**src/rtl/mfrd_pkg.sv**
```systemverilog
// Constants, decode types and the condition field selector for move-from.
// -----------------------------------------------------------------------
// How it works
// RULE_01 - Opcode 31, bit 11 set, extended 19 copies one mask-chosen field.
// RULE_02 - Mask bits 12..19 pick condition slices 00-03..28-31 at same place.
// RULE_03 - Issuer gives exactly one mask bit; several bits is undefined.
// RULE_04 - None of these moves alters the fixed-point exception register.
// RULE_05 - Opcode 31, extended 339 copies a special register to target.
// RULE_06 - The ten-bit special register number has its halves swapped.
// RULE_07 - Readable numbers: 1,8,9,18,19,22,25,26,27,272-275,282,284.
// RULE_08 - Special register 1 returns the fixed-point exception register.
// RULE_09 - Extended 595 copies segment register from bits 12-14 to target.
// RULE_10 - Segment reads with record bit leave condition field 0 undefined.
// RULE_11 - Direct segment and machine state reads privileged in newer variant.
// RULE_12 - Indirect segment read, extended 627, exists in original only.
// RULE_13 - Indirect read picks segment register by top four bits of sum.
// RULE_14 - Nonzero base field: base plus index is written back to base.
// RULE_15 - Base field equal to target field suppresses the base write.
// RULE_16 - Extended 83 copies machine state, condition field 0 untouched.
// RULE_17 - One-field condition read writes zero outside selected slice.
// RULE_18 - Unprivileged privileged read updates nothing, raises exception.
// -----------------------------------------------------------------------
`timescale 1ns/1ps
`default_nettype none

package mfrd_pkg;
   // -----------------------------------------------------------------
   // Opcodes and field positions (bit 0 of the word is the LSB here).
   // -----------------------------------------------------------------
   localparam logic [5:0] OPC_PRIMARY = 6'h1f;
   localparam logic [9:0] XO_COND = 10'h013;
   localparam logic [9:0] XO_SPR = 10'h153;
   localparam logic [9:0] XO_SEG = 10'h253;
   localparam logic [9:0] XO_SEG_IND = 10'h273;
   localparam logic [9:0] XO_MSTATE = 10'h053;
   localparam int OPC_LSB = 26;
   localparam int TGT_LSB = 21;
   localparam int BASE_LSB = 16;
   localparam int IDX_LSB = 11;
   localparam int ONE_FIELD_BIT = 20;
   localparam int MASK_LSB = 12;
   localparam int SEGNUM_LSB = 17;
   localparam int XO_LSB = 1;
   localparam int RECORD_BIT = 0;
   localparam int SPR_LO_LSB = 16;
   localparam int SPR_HI_LSB = 11;
   localparam logic [31:0] WDATA_RST = 32'h0000_0000;
   localparam logic [4:0] WADDR_RST = 5'h00;
   // Accepted special register numbers; entry 0 is the exception register.
   localparam int SPR_COUNT = 15;
   localparam logic [9:0] SPR_NUMS [SPR_COUNT] = '{
      10'h001, 10'h008, 10'h009, 10'h012, 10'h013, 10'h016, 10'h019,
      10'h01a, 10'h01b, 10'h110, 10'h111, 10'h112, 10'h113, 10'h11a,
      10'h11c};

   typedef enum logic [2:0] {
      K_NONE, K_COND, K_SPR, K_SEG, K_SEG_IND, K_MSTATE
   } mfrd_kind_t;
endpackage : mfrd_pkg

// Picks the masked four-bit condition slices, zeros elsewhere.
module mfrd_field_sel (
   input wire logic [7:0] field_mask,
   input wire logic [31:0] cond_word,
   output logic [31:0] cond_slice
);
   // Mask bit k (leftmost first) owns the k-th nibble from the top.
   for (genvar k = 0; k < 8; k++) begin : g_field
      assign cond_slice[31-4*k -: 4] =
         field_mask[7-k] ? cond_word[31-4*k -: 4] : 4'h0; // [RULE_02] [RULE_17]
   end
endmodule : mfrd_field_sel

`default_nettype wire

```
**src/rtl/mfrd_top.sv**
```systemverilog
// Decode and execute of the move-from condition, special and segment group.
`timescale 1ns/1ps
`default_nettype none

module mfrd_top
   import mfrd_pkg::*;
#(
   parameter int XLEN = 32,
   parameter int SR_COUNT = 16
) (
   input wire logic ref_clk,
   input wire logic rst,
   input wire logic clk_en,
   input wire logic issue_valid,
   input wire logic [31:0] issue_instr,
   input wire logic supervisor,
   input wire logic arch_original,
   input wire logic [31:0] cond_value,
   input wire logic [XLEN-1:0] xer_value,
   input wire logic [XLEN-1:0] msr_value,
   input wire logic [(SPR_COUNT-1)*XLEN-1:0] spr_values,
   input wire logic [SR_COUNT*XLEN-1:0] seg_values,
   input wire logic [XLEN-1:0] base_value,
   input wire logic [XLEN-1:0] index_value,
   output logic gpr_we_q,
   output logic [4:0] gpr_waddr_q,
   output logic [XLEN-1:0] gpr_wdata_q,
   output logic base_we_q,
   output logic [4:0] base_waddr_q,
   output logic [XLEN-1:0] base_wdata_q,
   output logic priv_exc_q,
   output logic illegal_q,
   output logic cond0_undef_q
);

   // -----------------------------------------------------------------
   // Field extraction.
   // -----------------------------------------------------------------
   logic [5:0] opc;
   logic [9:0] xo;
   logic [4:0] target_gpr;
   logic [4:0] base_gpr;
   logic [7:0] field_select_mask;
   logic [2:0] segment_register_number;
   logic [9:0] spr_num;
   logic record_bit;
   logic one_field;

   assign opc = issue_instr[OPC_LSB +: 6];
   assign xo = issue_instr[XO_LSB +: 10];
   assign target_gpr = issue_instr[TGT_LSB +: 5];
   assign base_gpr = issue_instr[BASE_LSB +: 5];
   assign field_select_mask = issue_instr[MASK_LSB +: 8];
   assign segment_register_number = issue_instr[SEGNUM_LSB +: 3];
   assign record_bit = issue_instr[RECORD_BIT];
   assign one_field = issue_instr[ONE_FIELD_BIT];
   // The number is stored low half first, so swap back before lookup.
   assign spr_num = {issue_instr[SPR_HI_LSB +: 5],
                     issue_instr[SPR_LO_LSB +: 5]}; // [RULE_06]

   // -----------------------------------------------------------------
   // Instruction classification.
   // -----------------------------------------------------------------
   mfrd_kind_t kind;

   // Only opcode 31 with one of our extended codes belongs to this block.
   always_comb begin
      kind = K_NONE;
      if (opc == OPC_PRIMARY) begin
         unique case (xo)
            XO_COND: kind = K_COND; // [RULE_01]
            XO_SPR: kind = K_SPR; // [RULE_05]
            XO_SEG: kind = K_SEG; // [RULE_09]
            XO_SEG_IND: kind = K_SEG_IND;
            XO_MSTATE: kind = K_MSTATE; // [RULE_16]
            default: kind = K_NONE;
         endcase
      end
   end

   // -----------------------------------------------------------------
   // Special register lookup.
   // -----------------------------------------------------------------
   logic [SPR_COUNT-1:0] spr_hit;
   logic [XLEN-1:0] spr_word [SPR_COUNT];

   // One comparator per accepted number; others never hit.
   for (genvar i = 0; i < SPR_COUNT; i++) begin : g_spr
      assign spr_hit[i] = (spr_num == SPR_NUMS[i]); // [RULE_07]
      if (i == 0) begin : g_xer
         assign spr_word[i] = xer_value; // [RULE_08]
      end else begin : g_other
         assign spr_word[i] = spr_values[(i-1)*XLEN +: XLEN];
      end
   end

   logic [XLEN-1:0] spr_data;

   // Numbers are distinct, so at most one hit and an OR-mux suffices.
   always_comb begin
      spr_data = '0;
      for (int i = 0; i < SPR_COUNT; i++) begin
         if (spr_hit[i]) begin
            spr_data = spr_data | spr_word[i];
         end
      end
   end

   // -----------------------------------------------------------------
   // Operand paths.
   // -----------------------------------------------------------------
   logic [31:0] cond_slice;
   logic [XLEN-1:0] ind_sum;
   logic [3:0] ind_seg;

   mfrd_field_sel u_field_sel (
      .field_mask(field_select_mask),
      .cond_word(cond_value),
      .cond_slice(cond_slice)
   );

   // A zero base field means a zero base, not general register 0.
   assign ind_sum = ((base_gpr == 5'h00) ? '0 : base_value)
                    + index_value; // [RULE_14]
   assign ind_seg = ind_sum[XLEN-1 -: 4]; // [RULE_13]

   // -----------------------------------------------------------------
   // Legality and result.
   // -----------------------------------------------------------------
   logic priv_fault;
   logic undef_op;
   logic commit;
   logic base_wb;
   logic [XLEN-1:0] result;

   // Privilege applies only to the newer variant.
   assign priv_fault = (kind == K_SEG || kind == K_MSTATE)
                       && !arch_original && !supervisor; // [RULE_11]
   assign undef_op = (kind == K_SEG_IND && !arch_original) // [RULE_12]
                     || (kind == K_SPR && spr_hit == '0); // [RULE_07]
   assign commit = issue_valid && kind != K_NONE
                   && !priv_fault && !undef_op; // [RULE_18]
   assign base_wb = kind == K_SEG_IND && base_gpr != 5'h00
                    && base_gpr != target_gpr; // [RULE_14] [RULE_15]

   // The full-register form with bit 11 clear is kept for completeness.
   always_comb begin
      result = '0;
      unique case (kind)
         K_COND: result = XLEN'(one_field ? cond_slice
                                          : cond_value); // [RULE_01]
         K_SPR: result = spr_data; // [RULE_05]
         K_SEG: result = seg_values[segment_register_number*XLEN +: XLEN];
         K_SEG_IND: result = seg_values[ind_seg*XLEN +: XLEN]; // [RULE_13]
         K_MSTATE: result = msr_value; // [RULE_16]
         K_NONE: result = '0;
      endcase
   end

   // -----------------------------------------------------------------
   // Target register write port.
   // -----------------------------------------------------------------
   // There is no exception register write port at all, so it cannot move.
   always_ff @(posedge ref_clk) begin // [RULE_04]
      if (rst) begin
         gpr_we_q <= 1'b0;
         gpr_waddr_q <= WADDR_RST;
         gpr_wdata_q <= XLEN'(WDATA_RST);
      end else if (clk_en) begin
         gpr_we_q <= commit; // [RULE_18]
         if (commit) begin
            gpr_waddr_q <= target_gpr;
            gpr_wdata_q <= result;
         end
      end
   end

   // -----------------------------------------------------------------
   // Base register write-back.
   // -----------------------------------------------------------------
   // Separate port so the segment value and the sum land in one cycle.
   always_ff @(posedge ref_clk) begin
      if (rst) begin
         base_we_q <= 1'b0;
         base_waddr_q <= WADDR_RST;
         base_wdata_q <= XLEN'(WDATA_RST);
      end else if (clk_en) begin
         base_we_q <= commit && base_wb; // [RULE_14] [RULE_15]
         if (commit && base_wb) begin
            base_waddr_q <= base_gpr;
            base_wdata_q <= ind_sum;
         end
      end
   end

   // -----------------------------------------------------------------
   // Status toward the pipeline.
   // -----------------------------------------------------------------
   // Field 0 is never written; the flag only tells the pipeline it is void.
   always_ff @(posedge ref_clk) begin
      if (rst) begin
         priv_exc_q <= 1'b0;
         illegal_q <= 1'b0;
         cond0_undef_q <= 1'b0;
      end else if (clk_en) begin
         priv_exc_q <= issue_valid && priv_fault; // [RULE_18]
         illegal_q <= issue_valid && undef_op; // [RULE_12]
         cond0_undef_q <= commit && record_bit
                          && (kind == K_SEG || kind == K_SEG_IND); // [RULE_10]
      end
   end
endmodule : mfrd_top

`default_nettype wire
```
**config.mk**
```make
export PLATFORM = sky130hd
export DESIGN_NAME = mfrd_top
export DESIGN_NICKNAME = d
export VERILOG_FILES = /design/src/rtl/mfrd_pkg.sv /design/src/rtl/mfrd_top.sv
export SDC_FILE = /design/constraint.sdc
export NUM_CORES = 1
export LEC_CHECK = 0
export ABC_CLOCK_PERIOD_IN_PS = 7050
export BUFFER_PORTS_ARGS = -buffer_cell sky130_fd_sc_hd__buf_2
export CORE_AREA = 5 5 477 479
export CTS_BUF_LIST = sky130_fd_sc_hd__clkbuf_8
export DETAILED_ROUTE_END_ITERATION = 7
export DIE_AREA = 0 0 482 484
export SETUP_SLACK_MARGIN = 0.1
export SYNTH_ARGS = -nofsm -noshare
export SYNTH_HDL_FRONTEND = slang
export SYNTH_SLANG_ARGS = --single-unit
```
**constraint.sdc**
```tcl
create_clock -name ref_clk -period 7.05 [get_ports ref_clk]
set_clock_uncertainty 0.15 [all_clocks]
set_input_delay 0.705 -clock ref_clk [delete_from_list [all_inputs] [get_ports ref_clk]]
set_output_delay 0.705 -clock ref_clk [all_outputs]
set_load 0.03 [all_outputs]
```
* Word-level counts from Yosys, hierarchy flattened *
Index checks and enable logic that the tools add are counted.
Widths: inputs -> output; s select.

operators by class
  bitwise gates (word level) = 14
  reduce and logical (&&, ||, !) cells = 28
  multiplexer cells = 28
  add/sub/neg operators = 1
  equality and inequality tests = 27
  shift operators = 2

operator list
  kind                  count
  $mux 32               17
  $shiftx 512x10->32    1
  $shiftx 512x9->32     1
  $or 32x32->32         14
  $pmux 32 s6           1
  $eq 10x5->1 const B   7
  $eq 10x9->1 const B   7
  $add 32x32->32        1
  $mux 4                8
  $eq 10x10->1 const B  2
  $eq 10x4->1 const B   2
  $logic_not 15->1      1
  $pmux 3 s5            1
  $logic_and 1x1->1     14
  $eq 10x1->1 const B   1
  $eq 10x7->1 const B   1
  $eq 3x2->1 const B    2
  $eq 3x3->1 const B    2
  $eq 6x5->1 const B    1
  $logic_not 5->1       1
  $ne 5x5->1            1
  $reduce_bool 5->1     1
  $logic_not 1->1       4
  $reduce_and 2->1      2
  other kinds (5)       7

word-level totals
  register bits after elaboration = 79
  word-level logic and storage cells = 109
  input port bits = 1158

* Depth between registers and ports, before layout *
Gate-level depths: netlist of the first run.

  depth after elaboration = 31
  mapped depth = 21
  mapped depth without buffers = 16

* Modules after synthesis *
A second synthesis of the first run with hierarchy kept.

second synthesis, totals
  cells, all modules = 1993
  area total of the unflattened synthesis = 13456.7 um^2

modules (own cells, without submodules)
  module          area an instance (um^2)  seq. area each (um^2)  cells each  times used
  mfrd_top        13256.5                  1581.5                 1961        1
  mfrd_field_sel  200.2                    0.0                    32          1

* Least setup slack after synthesis of the first run *
OpenSTA, ideal clock, no wires.

  path type = in2reg
  start point = in issue_instr[17]
  end point = reg gpr_wdata_q[29]
  data arrival time = 5054 ps
  slack = 1724 ps
  stages on the path = 19
  data required time = 6777 ps
  library setup time = 123 ps
  cell sequence = clkbuf_1 or4_1 nor2_1 clkbuf_1 nor2b_1 ha_1 buf_6 a21o_1 a311o_1 a22o_1 or4_1 a211o_1 buf_6 o2bb2ai_4 buf_2 buf_2 o32a_1 a41oi_1 o21ai_1

on the way
  longest elaborated chain between the ends = 31
  elaborated cells between the ends (all ways) = 56

ends and longest elaborated chain
  item                    line             RTL
  start: declaration      mfrd_top.sv:15   input wire logic [31:0] issue_instr,
  $eq 10x1->1             mfrd_top.sv:89   assign spr_hit[i] = (spr_num == SPR_NUMS[i]);
  $mux 32                 mfrd_top.sv:103  if (spr_hit[i]) begin
  $or 32x32->32           mfrd_top.sv:104  spr_data = spr_data | spr_word[i];
  $mux 32                 mfrd_top.sv:103
  $or 32x32->32           mfrd_top.sv:104
  $mux 32                 mfrd_top.sv:103
  $or 32x32->32           mfrd_top.sv:104
  $mux 32                 mfrd_top.sv:103
  [15 not listed]         -
  $mux 32                 mfrd_top.sv:103
  $or 32x32->32           mfrd_top.sv:104
  $mux 32                 mfrd_top.sv:103
  $or 32x32->32           mfrd_top.sv:104
  $mux 32                 mfrd_top.sv:103
  $or 32x32->32           mfrd_top.sv:104
  $mux 32                 mfrd_top.sv:103
  $pmux 32 s6             mfrd_top.sv:149  unique case (kind)
  end signal: assignment  mfrd_top.sv:168  gpr_wdata_q <= XLEN'(WDATA_RST);
  end signal: assignment  mfrd_top.sv:173  gpr_wdata_q <= result;
  end: declaration        mfrd_top.sv:27   output logic [XLEN-1:0] gpr_wdata_q,

Parallel ways exist; a longest one is shown, timed or not.
A chain may end at the register's enable or synchronous reset.

* Worst setup path in the final report of the first run *
  start point = in issue_instr[16]
  end point = reg gpr_wdata_q[2]

Same word-level chain as after synthesis.

==> results of run 1 <==
-- tightest hold or removal path: cells and delay by family --
| kind | cells | cell delay, ns |
|---|---|---|
| AO/OA/AOI/OAI | 1 | 0.05 |
| buffers and inverters | 1 | 0.11 |
| AND/OR/NAND/NOR | 1 | 0.05 |
-- placed cells by master (no fill, tap or decap), types with 26 or more instances in the layout --
cell and count:
dfxtp_1 79, and3_1 50, o22ai_1 65, a22oi_1 125, nand4_1 26, mux2i_1 143, nor3_1 34, nand2_1 240
buf_4 104, o21ai_0 68, a211oi_1 36, nand3_1 96, a222oi_1 99, nor2_1 84, nor2b_1 34, diode_2 118
buf_2 1235, ha_1 31, a21oi_1 109
-- state kept, by name (all words and copies together) (netlist names) --
name           count
gpr_waddr_q        5
cond0_undef_q      1
base_wdata_q      32
gpr_we_q           1
base_waddr_q       5
base_we_q          1
illegal_q          1
gpr_wdata_q       32
priv_exc_q         1
-- routing by layer --
metal,GRT usage,share of wire
met5,0,0.0049
met2,0.334,0.49
met4,0.0513,0.037
met3,0.0868,0.11
met1,0.202,0.36
-- area by class of cell --
type	count	area, µm²	share of cell area
multi-input cells	1576	10800	0.451
repair buffers	1352	7220	0.302
well taps	2992	3740	0.157
flip-flops and latches	79	1580	0.0662
diodes	118	295	0.0124
clock buffers	11	151	0.00634
inverters	21	78.8	0.00330
clock inverters	5	40.0	0.00168
-- power by group --
group          leakage [nW]  internal [W]  switching [W]
registers             0.636      0.000446  0.00000000679
logic                  9.26      0.000425       0.000555
clock network         0.100      0.000151       0.000323
-- stage by stage --
stage                     instances  total power, W  setup slack, ns  utilization
after floorplan                1843        0.000824             1.72            -
after global placement         6020         0.00144            0.520        0.105
after detailed placement       6020         0.00144            0.514        0.105
after CTS                      6036         0.00195             1.21        0.106
after global routing           6086         0.00201            0.917        0.106
final                          6154         0.00190            0.968        0.107
-- worst min-delay path by stage --
| stage | from | endpoint | slack [ns] | cells after the start |
|---|---|---|---|---|
| after global placement | base_waddr_q[4] | base_waddr_q[4] | 0.29 | 2 |
| after detailed placement | base_wdata_q[17] | base_wdata_q[17] | 0.29 | 2 |
| final | issue_instr[21] | gpr_waddr_q[0] | 0.22 | 3 |
| after floorplan | cond0_undef_q | cond0_undef_q | 0.43 | 2 |
| after global routing | issue_instr[21] | gpr_waddr_q[0] | 0.15 | 3 |
| after CTS | issue_instr[25] | gpr_waddr_q[4] | 0.13 | 3 |
-- logic make-up (layout without fill, tap and decap cells) --
| logic type | Yosys count | count (layout) | share of synthesized area |
|---|---|---|---|
| multiplexers | 157 | 157 | 0.122 |
| XOR/XNOR | 28 | 28 | 0.0188 |
| buffers and inverters | 188 | 1389 | 0.0641 |
| adder cells (fa/ha/maj) | 32 | 32 | 0.0313 |
| flip-flops | 79 | 79 | 0.122 |
| other | 0 | 118 | 0 |
| AO/OA/AOI/OAI | 672 | 672 | 0.380 |
| AND/OR/NAND/NOR | 687 | 687 | 0.262 |
==> results.toml, run 1 <==
[placement]
portBuffers = 1236
place_area_mm2 = 0.0234
dp_hpwl_um = 210000
place_congestion = 0.939

[setup_path]
worstPathCellList = "buf_2 -> or4_1 -> nor2_2 -> buf_12 -> nor2b_1 -> ha_1 -> and3_1 -> a221oi_1 -> nor2b_1 -> o31ai_1 -> a211oi_1 -> o31a_2 -> buf_12 -> o2111ai_1 -> o22ai_1 -> a31oi_1 -> o41ai_1"
slowest_delay_ns = 0.75
endpoint = "gpr_wdata_q[2]"
cp_num_buf_inv = 3
cp_max_fo = 42
r2r_cells = 5
startpoint = "issue_instr[16]"
startpoint_type = "primary input"
critPathRequiredTime_ns = 7.40
r2r-end = "gpr_wdata_q[20]"
rr_startpoint = "gpr_wdata_q[20]"
worstSetupPathType = "in2reg"
crit_cells = 17
cpMaxStageDelayCell = "o31ai_1"
ff2ff_setup_slack_ns = 4.94
critPathArrivalTime_ns = 6.43
cp_top_family = "compound AO/OA/AOI/OAI gates"
worst_setup_path_end_kind = "flop"

[timing]
fmax_mhz = 164
hold_viol = 0
setup_viol = 0
drv_slew = 0
finalCriticalPeriod_ns = 6.08
grt_setup_unrepaired = "no"
slew_headroom = 0.238
tightest_slew_ns = 1.14
post-route-period-util = 0.863
fin_hold_ws_ns = 0.223
setup_tns_ns = 0

[global_route]
grt_antenna_before_repair = 340
gr-usage-all-layers = 0.189
grt_pass1_vias = 22126
grt_start_max_net_pins = 61
grt_pass1_wl_um = 277000
overflow = 0

[hold_path]
hold_path.class = "in2reg"

[pwr]
peakVddDrop_uv = 72.6
cellLeakagePower_nw = 9.99
p_per_area_mw_per_mm2 = 79.5

[drt]
drc = 2
drt-total-wl_um = 232000
detail_route.wl_per_cell_um = 37.7
vias = 23460
detail-route-antenna-nets = 0
first_pass_iters = 8
drt_iter0_drc = 2480
via_per_inst = 3.81

[die]
rows = 174
die_area_mm2 = 0.233
io-pin-count = 1237
die_height_um = 484
die_w_um = 482
coreArea_mm2 = 0.223
start_util = 0.0583

[synth]
avgSynthCellArea_um2 = 7.06
yosys.cell_count.top_type = "nand2_1"
synth_seq_cells = 79
syn_nets = 3033
yosys_warnings = 0
netlist-cell-type-count = 85
synth_top_area_cell = "dfxtp_1"
ys_async_sr_fraction = 0
synthTopCellsByArea = "dfxtp_1, mux2i_1, a222oi_1, a22oi_1, nand2_1"
synthTopCellsByCount = "nand2_1, mux2i_1, a22oi_1, a21oi_1, clkbuf_1"
yosys.area.top_type_share = 0.122
synth_cells = 1843
synth_flop_cell = "dfxtp_1"
synth_edf_count = 0
seq_area_frac_synth = 0.122
netlist_area_mm2 = 0.0130

[clock_network]
cts_resized = 0
post-cts-setup-buffer-count = 0
clock_sinks = 79
cts_made_buffers = 9
clock-root-buffer = "clkbuf_8"
cts_hold_buf = 0
clkTransAtPathRegs_ns = 0.14
cts_buffer_depth = 2
clock_latency_ns = 0.58
cts_max_level = 3
tritoncts = "yes"

[finish]
final_area_mm2 = 0.0239
fin_nets = 4229
area_growth_pct = 83.6
nFillCells = 26385
drive_above_1_share = 0.468

[run_status]
outcome = "finished with violations"
violations = "DRC"

[flow_run]
drv_cap = 0
(Power assumes the default switching activity.)
==> run 2: changes to the inputs <==
- PLACE_DENSITY_LB_ADDON: unset -> 0.25
==> run 2 against run 1 <==
The run now ends clean. Hold slack improved by 0.052 ns. First-iteration DRC count fell by 1.3%. Sequential power barely moved. Setup slack improved by 0.16 ns. Largest cell class unchanged. Global-route usage fell by 1.0 points. Total power rose by 4.8%. Sequential share of layout area barely moved. Utilization rose by 0.070 points. Non-clock buffer count rose by 27. Design area rose by 0.65%. Highest routed layer unchanged. Critical endpoint is now gpr_wdata_q[18]. Clock power rose by 2%.
==> results.toml, run 2 (same netlist as run 1, synthesis figures left out) <==
[pwr]
cellLeakagePower_nw = 10.1
switching_share = 0.470
clkPwrFrac = 0.243
combPwrFrac = 0.533
seqPwrFrac = 0.224
power.total_w = 0.00199
p_per_area_mw_per_mm2 = 82.8
p_sw_w = 0.000935
intPower_w = 0.00106
peakVddDrop_uv = 107

[die]
die_height_um = 484
start_util = 0.0583
coreArea_mm2 = 0.223
die_area_mm2 = 0.233
io-pin-count = 1237
die_w_um = 482
rows = 174

[finish]
area_growth_pct = 84.8
drive_above_1_share = 0.473
final_area_mm2 = 0.0240
fin_nets = 4256
layout_common_cells = "buf_2, nand2_1, mux2i_1"
largestRegisters = "base_wdata_q (32), gpr_wdata_q (32)"
nFillCells = 26443
layout_commonest_cell = "buf_2"

[clock_network]
cts_resized = 0
clkTransAtPathRegs_ns = 0.14
clock-root-buffer = "clkbuf_8"
post-cts-setup-buffer-count = 0
cts_max_level = 3
clock_latency_ns = 0.53
tritoncts = "yes"
clock_sinks = 79
cts_buffer_depth = 2
cts_made_buffers = 9
cts_hold_buf = 0

[drt]
first_pass_iters = 8
drc = 0
via_per_inst = 3.73
vias = 22905
drt-total-wl_um = 219000
detail_route.wl_per_cell_um = 35.6
detail-route-antenna-nets = 0
drt_iter0_drc = 2447

[global_route]
gr-usage-all-layers = 0.179
grt_pass1_wl_um = 267000
grt_pass1_vias = 23157
grt_antenna_before_repair = 210
overflow = 0
grt_start_max_net_pins = 49

[setup_path]
cpMaxStageDelayCell = "nor2_4"
r2r-end = "gpr_wdata_q[5]"
cp_top_family = "simple AND/OR/NAND/NOR gates"
ff2ff_setup_slack_ns = 5.39
critPathArrivalTime_ns = 6.23
cp_max_fo = 30
worstSetupPathType = "in2reg"
worst_setup_path_end_kind = "flop"
startpoint_type = "primary input"
rr_startpoint = "gpr_wdata_q[5]"
cp_num_buf_inv = 4
slowest_delay_ns = 0.80
r2r_cells = 3
worstPathCellList = "buf_2 -> or4_1 -> nor2_1 -> buf_12 -> nor2b_1 -> ha_1 -> and3_1 -> a221oi_1 -> nor2b_1 -> o31ai_1 -> a2111oi_4 -> nor2_4 -> buf_4 -> mux2i_1 -> nand2_1 -> a32oi_1 -> buf_4 -> a21oi_1"
critPathRequiredTime_ns = 7.36

[timing]
fin_hold_ws_ns = 0.275
hold_viol = 0
tightest_slew_ns = 1.31
slew_headroom = 0.128
post-route-period-util = 0.840
grt_setup_unrepaired = "no"
drv_slew = 0
finalCriticalPeriod_ns = 5.92
fmax_mhz = 169
setup_tns_ns = 0
finalWorstSetupSlack_ns = 1.13
setup_viol = 0

[hold_path]
hold_path_depth = 3
min_from = "issue_instr[21]"
hold_path.class = "in2reg"
holdPathEnd = "gpr_waddr_q[0]"

[placement]
portBuffers = 1236
place_congestion = 0.967
place_ws_ns = 0.469
dp_hpwl_um = 198000
place_area_mm2 = 0.0236

[run_status]
outcome = "finished clean"

[flow_run]
drv_cap = 0
[run 2: changes by cell type in the layout (fill, tap and decap cells not counted), sizes merged]
cell and change:
clkbuf -2, diode -33, bufinv +1, clkinv +1, buf +27
[run 2: power groups by stage]
stage                     Combinational, W  Sequential, W  Clock [W]
final                              0.00106       0.000446   0.000484
after global routing               0.00113       0.000446   0.000535
after CTS                          0.00107       0.000446   0.000530
after detailed placement           0.00107       0.000456          0
after global placement             0.00107       0.000456          0
after floorplan                   0.000368       0.000456          0
[run 2: routing by layer]
metal  GRT usage  up-vias  share of wire  routed length (µm)
met5           0        -         0.0038                 827
met4      0.0461      128          0.031                6770
met3      0.0696      340           0.11               23000
met2       0.300     1472           0.46              102000
met1       0.213    11071           0.40               86500
li1            -     9894              -                   -
[run 2: layout make-up]
type	count	area [µm²]	area share
Clock buffer	9	124	0.00515
Inverter	21	78.8	0.00328
Sequential cell	79	1580	0.0658
Timing Repair Buffer	1379	7440	0.309
Tap cell	2992	3740	0.156
Multi-Input combinational cell	1576	10800	0.448
Clock inverter	7	86.3	0.00359
Antenna cell	85	213	0.00884
[run 2: how the worst max path moves through the flow]
stage,slack [ns],cells after the start,startpoint,end
detailed placement,0.47,18,issue_instr[16],gpr_wdata_q[18]
CTS,1.15,18,issue_instr[16],gpr_wdata_q[18]
global route,0.85,18,issue_instr[16],gpr_wdata_q[18]
global placement,0.48,20,issue_instr[16],gpr_wdata_q[18]
finish,1.13,18,issue_instr[17],gpr_wdata_q[18]
floorplan,1.72,19,issue_instr[17],gpr_wdata_q[29]
[run 2: stage by stage]
step            util  cells
5_1_grt        0.107   6097
6_report       0.108   6148
3_5_place_dp   0.106   6046
2_1_floorplan      -   1843
3_3_place_gp   0.106   6046
4_1_cts        0.107   6062
[run 2: tightest hold or removal path, delay by kind of cell]
family	cells	cell delay, ns
AOI/OAI and AO/OA	1	0.05
buffers and inverters	1	0.11
and+or+nand+nor	1	0.05
==> run 3: changes to the inputs <==
- ABC_CLOCK_PERIOD_IN_PS: 7050 -> 6080
- clock period: 7.05 -> 6.08 ns (I/O delays scaled with it)
==> run 3 against run 2 <==
First-iteration DRC count is 5.0% higher. Sequential cell count stayed put. Global-route usage is 0.17 points higher. Setup slack worse by 0.66 ns. Clock power is 13% higher. Routed wire length is 1.1% higher. Count of clock-buffer cells in the layout is 1 higher. Highest routed layer unchanged. Critical path depth is 2 higher. Critical path type unchanged. Total power is 20% higher. Design area is 5.8% higher. Critical endpoint is now gpr_wdata_q[19]. Sequential share of layout area is 0.36 points lower. Non-clock buffer count is 145 higher.
==> results.toml, run 3 (same netlist as run 1, synthesis figures left out) <==
[placement]
placedCellCount = 6192
place_ws_ns = -0.246
place_area_mm2 = 0.0250
dp_hpwl_um = 201000
place_congestion = 0.990
portBuffers = 1236

[drt]
vias = 23846
drt_iter0_drc = 2570
drt-total-wl_um = 221000
via_per_inst = 3.78
drc = 0
detail-route-antenna-nets = 0
detail_route.wl_per_cell_um = 35.0
first_pass_iters = 8

[global_route]
gr-usage-all-layers = 0.180
grt_pass1_vias = 23808
grt_antenna_before_repair = 226
grt_pass1_wl_um = 270000
grt_start_max_net_pins = 52
overflow = 0

[pwr]
p_per_area_mw_per_mm2 = 94.1
cellLeakagePower_nw = 10.9
peakVddDrop_uv = 89.0

[finish]
drive_above_1_share = 0.497
fin_nets = 4401
layout_commonest_cell = "buf_2"
layout_common_cells = "buf_2, buf_4, nand2_1"
area_growth_pct = 95.5
layout.cells.non_filler = 6312
final_area_mm2 = 0.0254
largestRegisters = "base_wdata_q (32), gpr_wdata_q (32)"
nFillCells = 26277

[clock_network]
cts_made_buffers = 9
clock_latency_ns = 0.52
clkTransAtPathRegs_ns = 0.11
clock_sinks = 79
clock-root-buffer = "clkbuf_8"
cts_resized = 0
cts_max_level = 3
cts_hold_buf = 0
tritoncts = "yes"
cts_buffer_depth = 2
post-cts-setup-buffer-count = 0

[hold_path]
hold_path.class = "in2reg"

[setup_path]
worstSetupPathType = "in2reg"
startpoint_type = "primary input"
critPathArrivalTime_ns = 5.90
worst_setup_path_end_kind = "flop"
critPathRequiredTime_ns = 6.36
cp_max_fo = 27

[timing]
slew_headroom = 0.0740
grt_setup_unrepaired = "no"
tightest_slew_ns = 1.39
drv_slew = 0
setup_viol = 0
fin_hold_ws_ns = 0.201
post-route-period-util = 0.923
finalWorstSetupSlack_ns = 0.466
fmax_mhz = 178
hold_viol = 0
setup_tns_ns = 0
finalCriticalPeriod_ns = 5.61

[die]
io-pin-count = 1237
die_height_um = 484
die_area_mm2 = 0.233
rows = 174
die_w_um = 482
start_util = 0.0583
coreArea_mm2 = 0.223

[run_status]
outcome = "finished clean"

[flow_run]
drv_cap = 0
==> run 3: path summary, 6_finish.rpt <==
kind / to / start / slack, ns / cells past startpoint
hold reg to reg: base_wdata_q[19] / base_wdata_q[19] / 0.31 / 2
setup / recovery: gpr_wdata_q[19] / issue_instr[16] / 0.47 / 20
hold / removal: gpr_waddr_q[2] / issue_instr[23] / 0.20 / 3
setup reg to reg: gpr_wdata_q[18] / gpr_wdata_q[18] / 4.35 / 2
==> run 3: critical path, stage by stage <==
cell and delay, ns:
buf_2 0.11, or4_1 0.60, nor2_1 0.46, buf_12 0.26, nor2b_1 0.07, ha_1 0.35, a21oi_1 0.22, o211ai_1 0.14
a221o_1 0.39, or4_1 0.55, a211o_1 0.38, buf_4 0.19, buf_12 0.15, a31oi_4 0.20, buf_12 0.19, buf_4 0.25
o22ai_1 0.11, o22ai_1 0.38, a31oi_1 0.16, o41ai_2 0.08
==> run 3: power breakdown <==
part	total, W	leakage [nW]	internal (W)	switching [W]
registers	0.000517	0.636	0.000517	0.00000000806
logic	0.00133	10.2	0.000594	0.000735
clock network	0.000547	0.110	0.000208	0.000340
==> run 3: metal layers <==
metal	vias up	GRT usage	wire [µm]
met5	-	0	1030
met4	156	0.0360	4980
met3	324	0.0835	26500
met2	1598	0.304	104000
met1	11541	0.210	84900
li1	10227	-	-
==> run 3: cell type report <==
type | instances | area (µm²) | share of cell area
diodes | 104 | 260 | 0.0102
clock inverters | 6 | 76.3 | 0.00300
inverters | 21 | 78.8 | 0.00310
repair buffers | 1524 | 8790 | 0.345
multi-input cells | 1576 | 10800 | 0.424
clock buffers | 10 | 138 | 0.00541
flip-flops and latches | 79 | 1580 | 0.0622
well taps | 2992 | 3740 | 0.147
==> run 3: per-stage QoR <==
step                      utilization  power (W)
after global placement          0.112    0.00187
after floorplan                     -   0.000955
final                           0.114    0.00239
after detailed placement        0.112    0.00187
after CTS                       0.113    0.00247
after global routing            0.113    0.00254
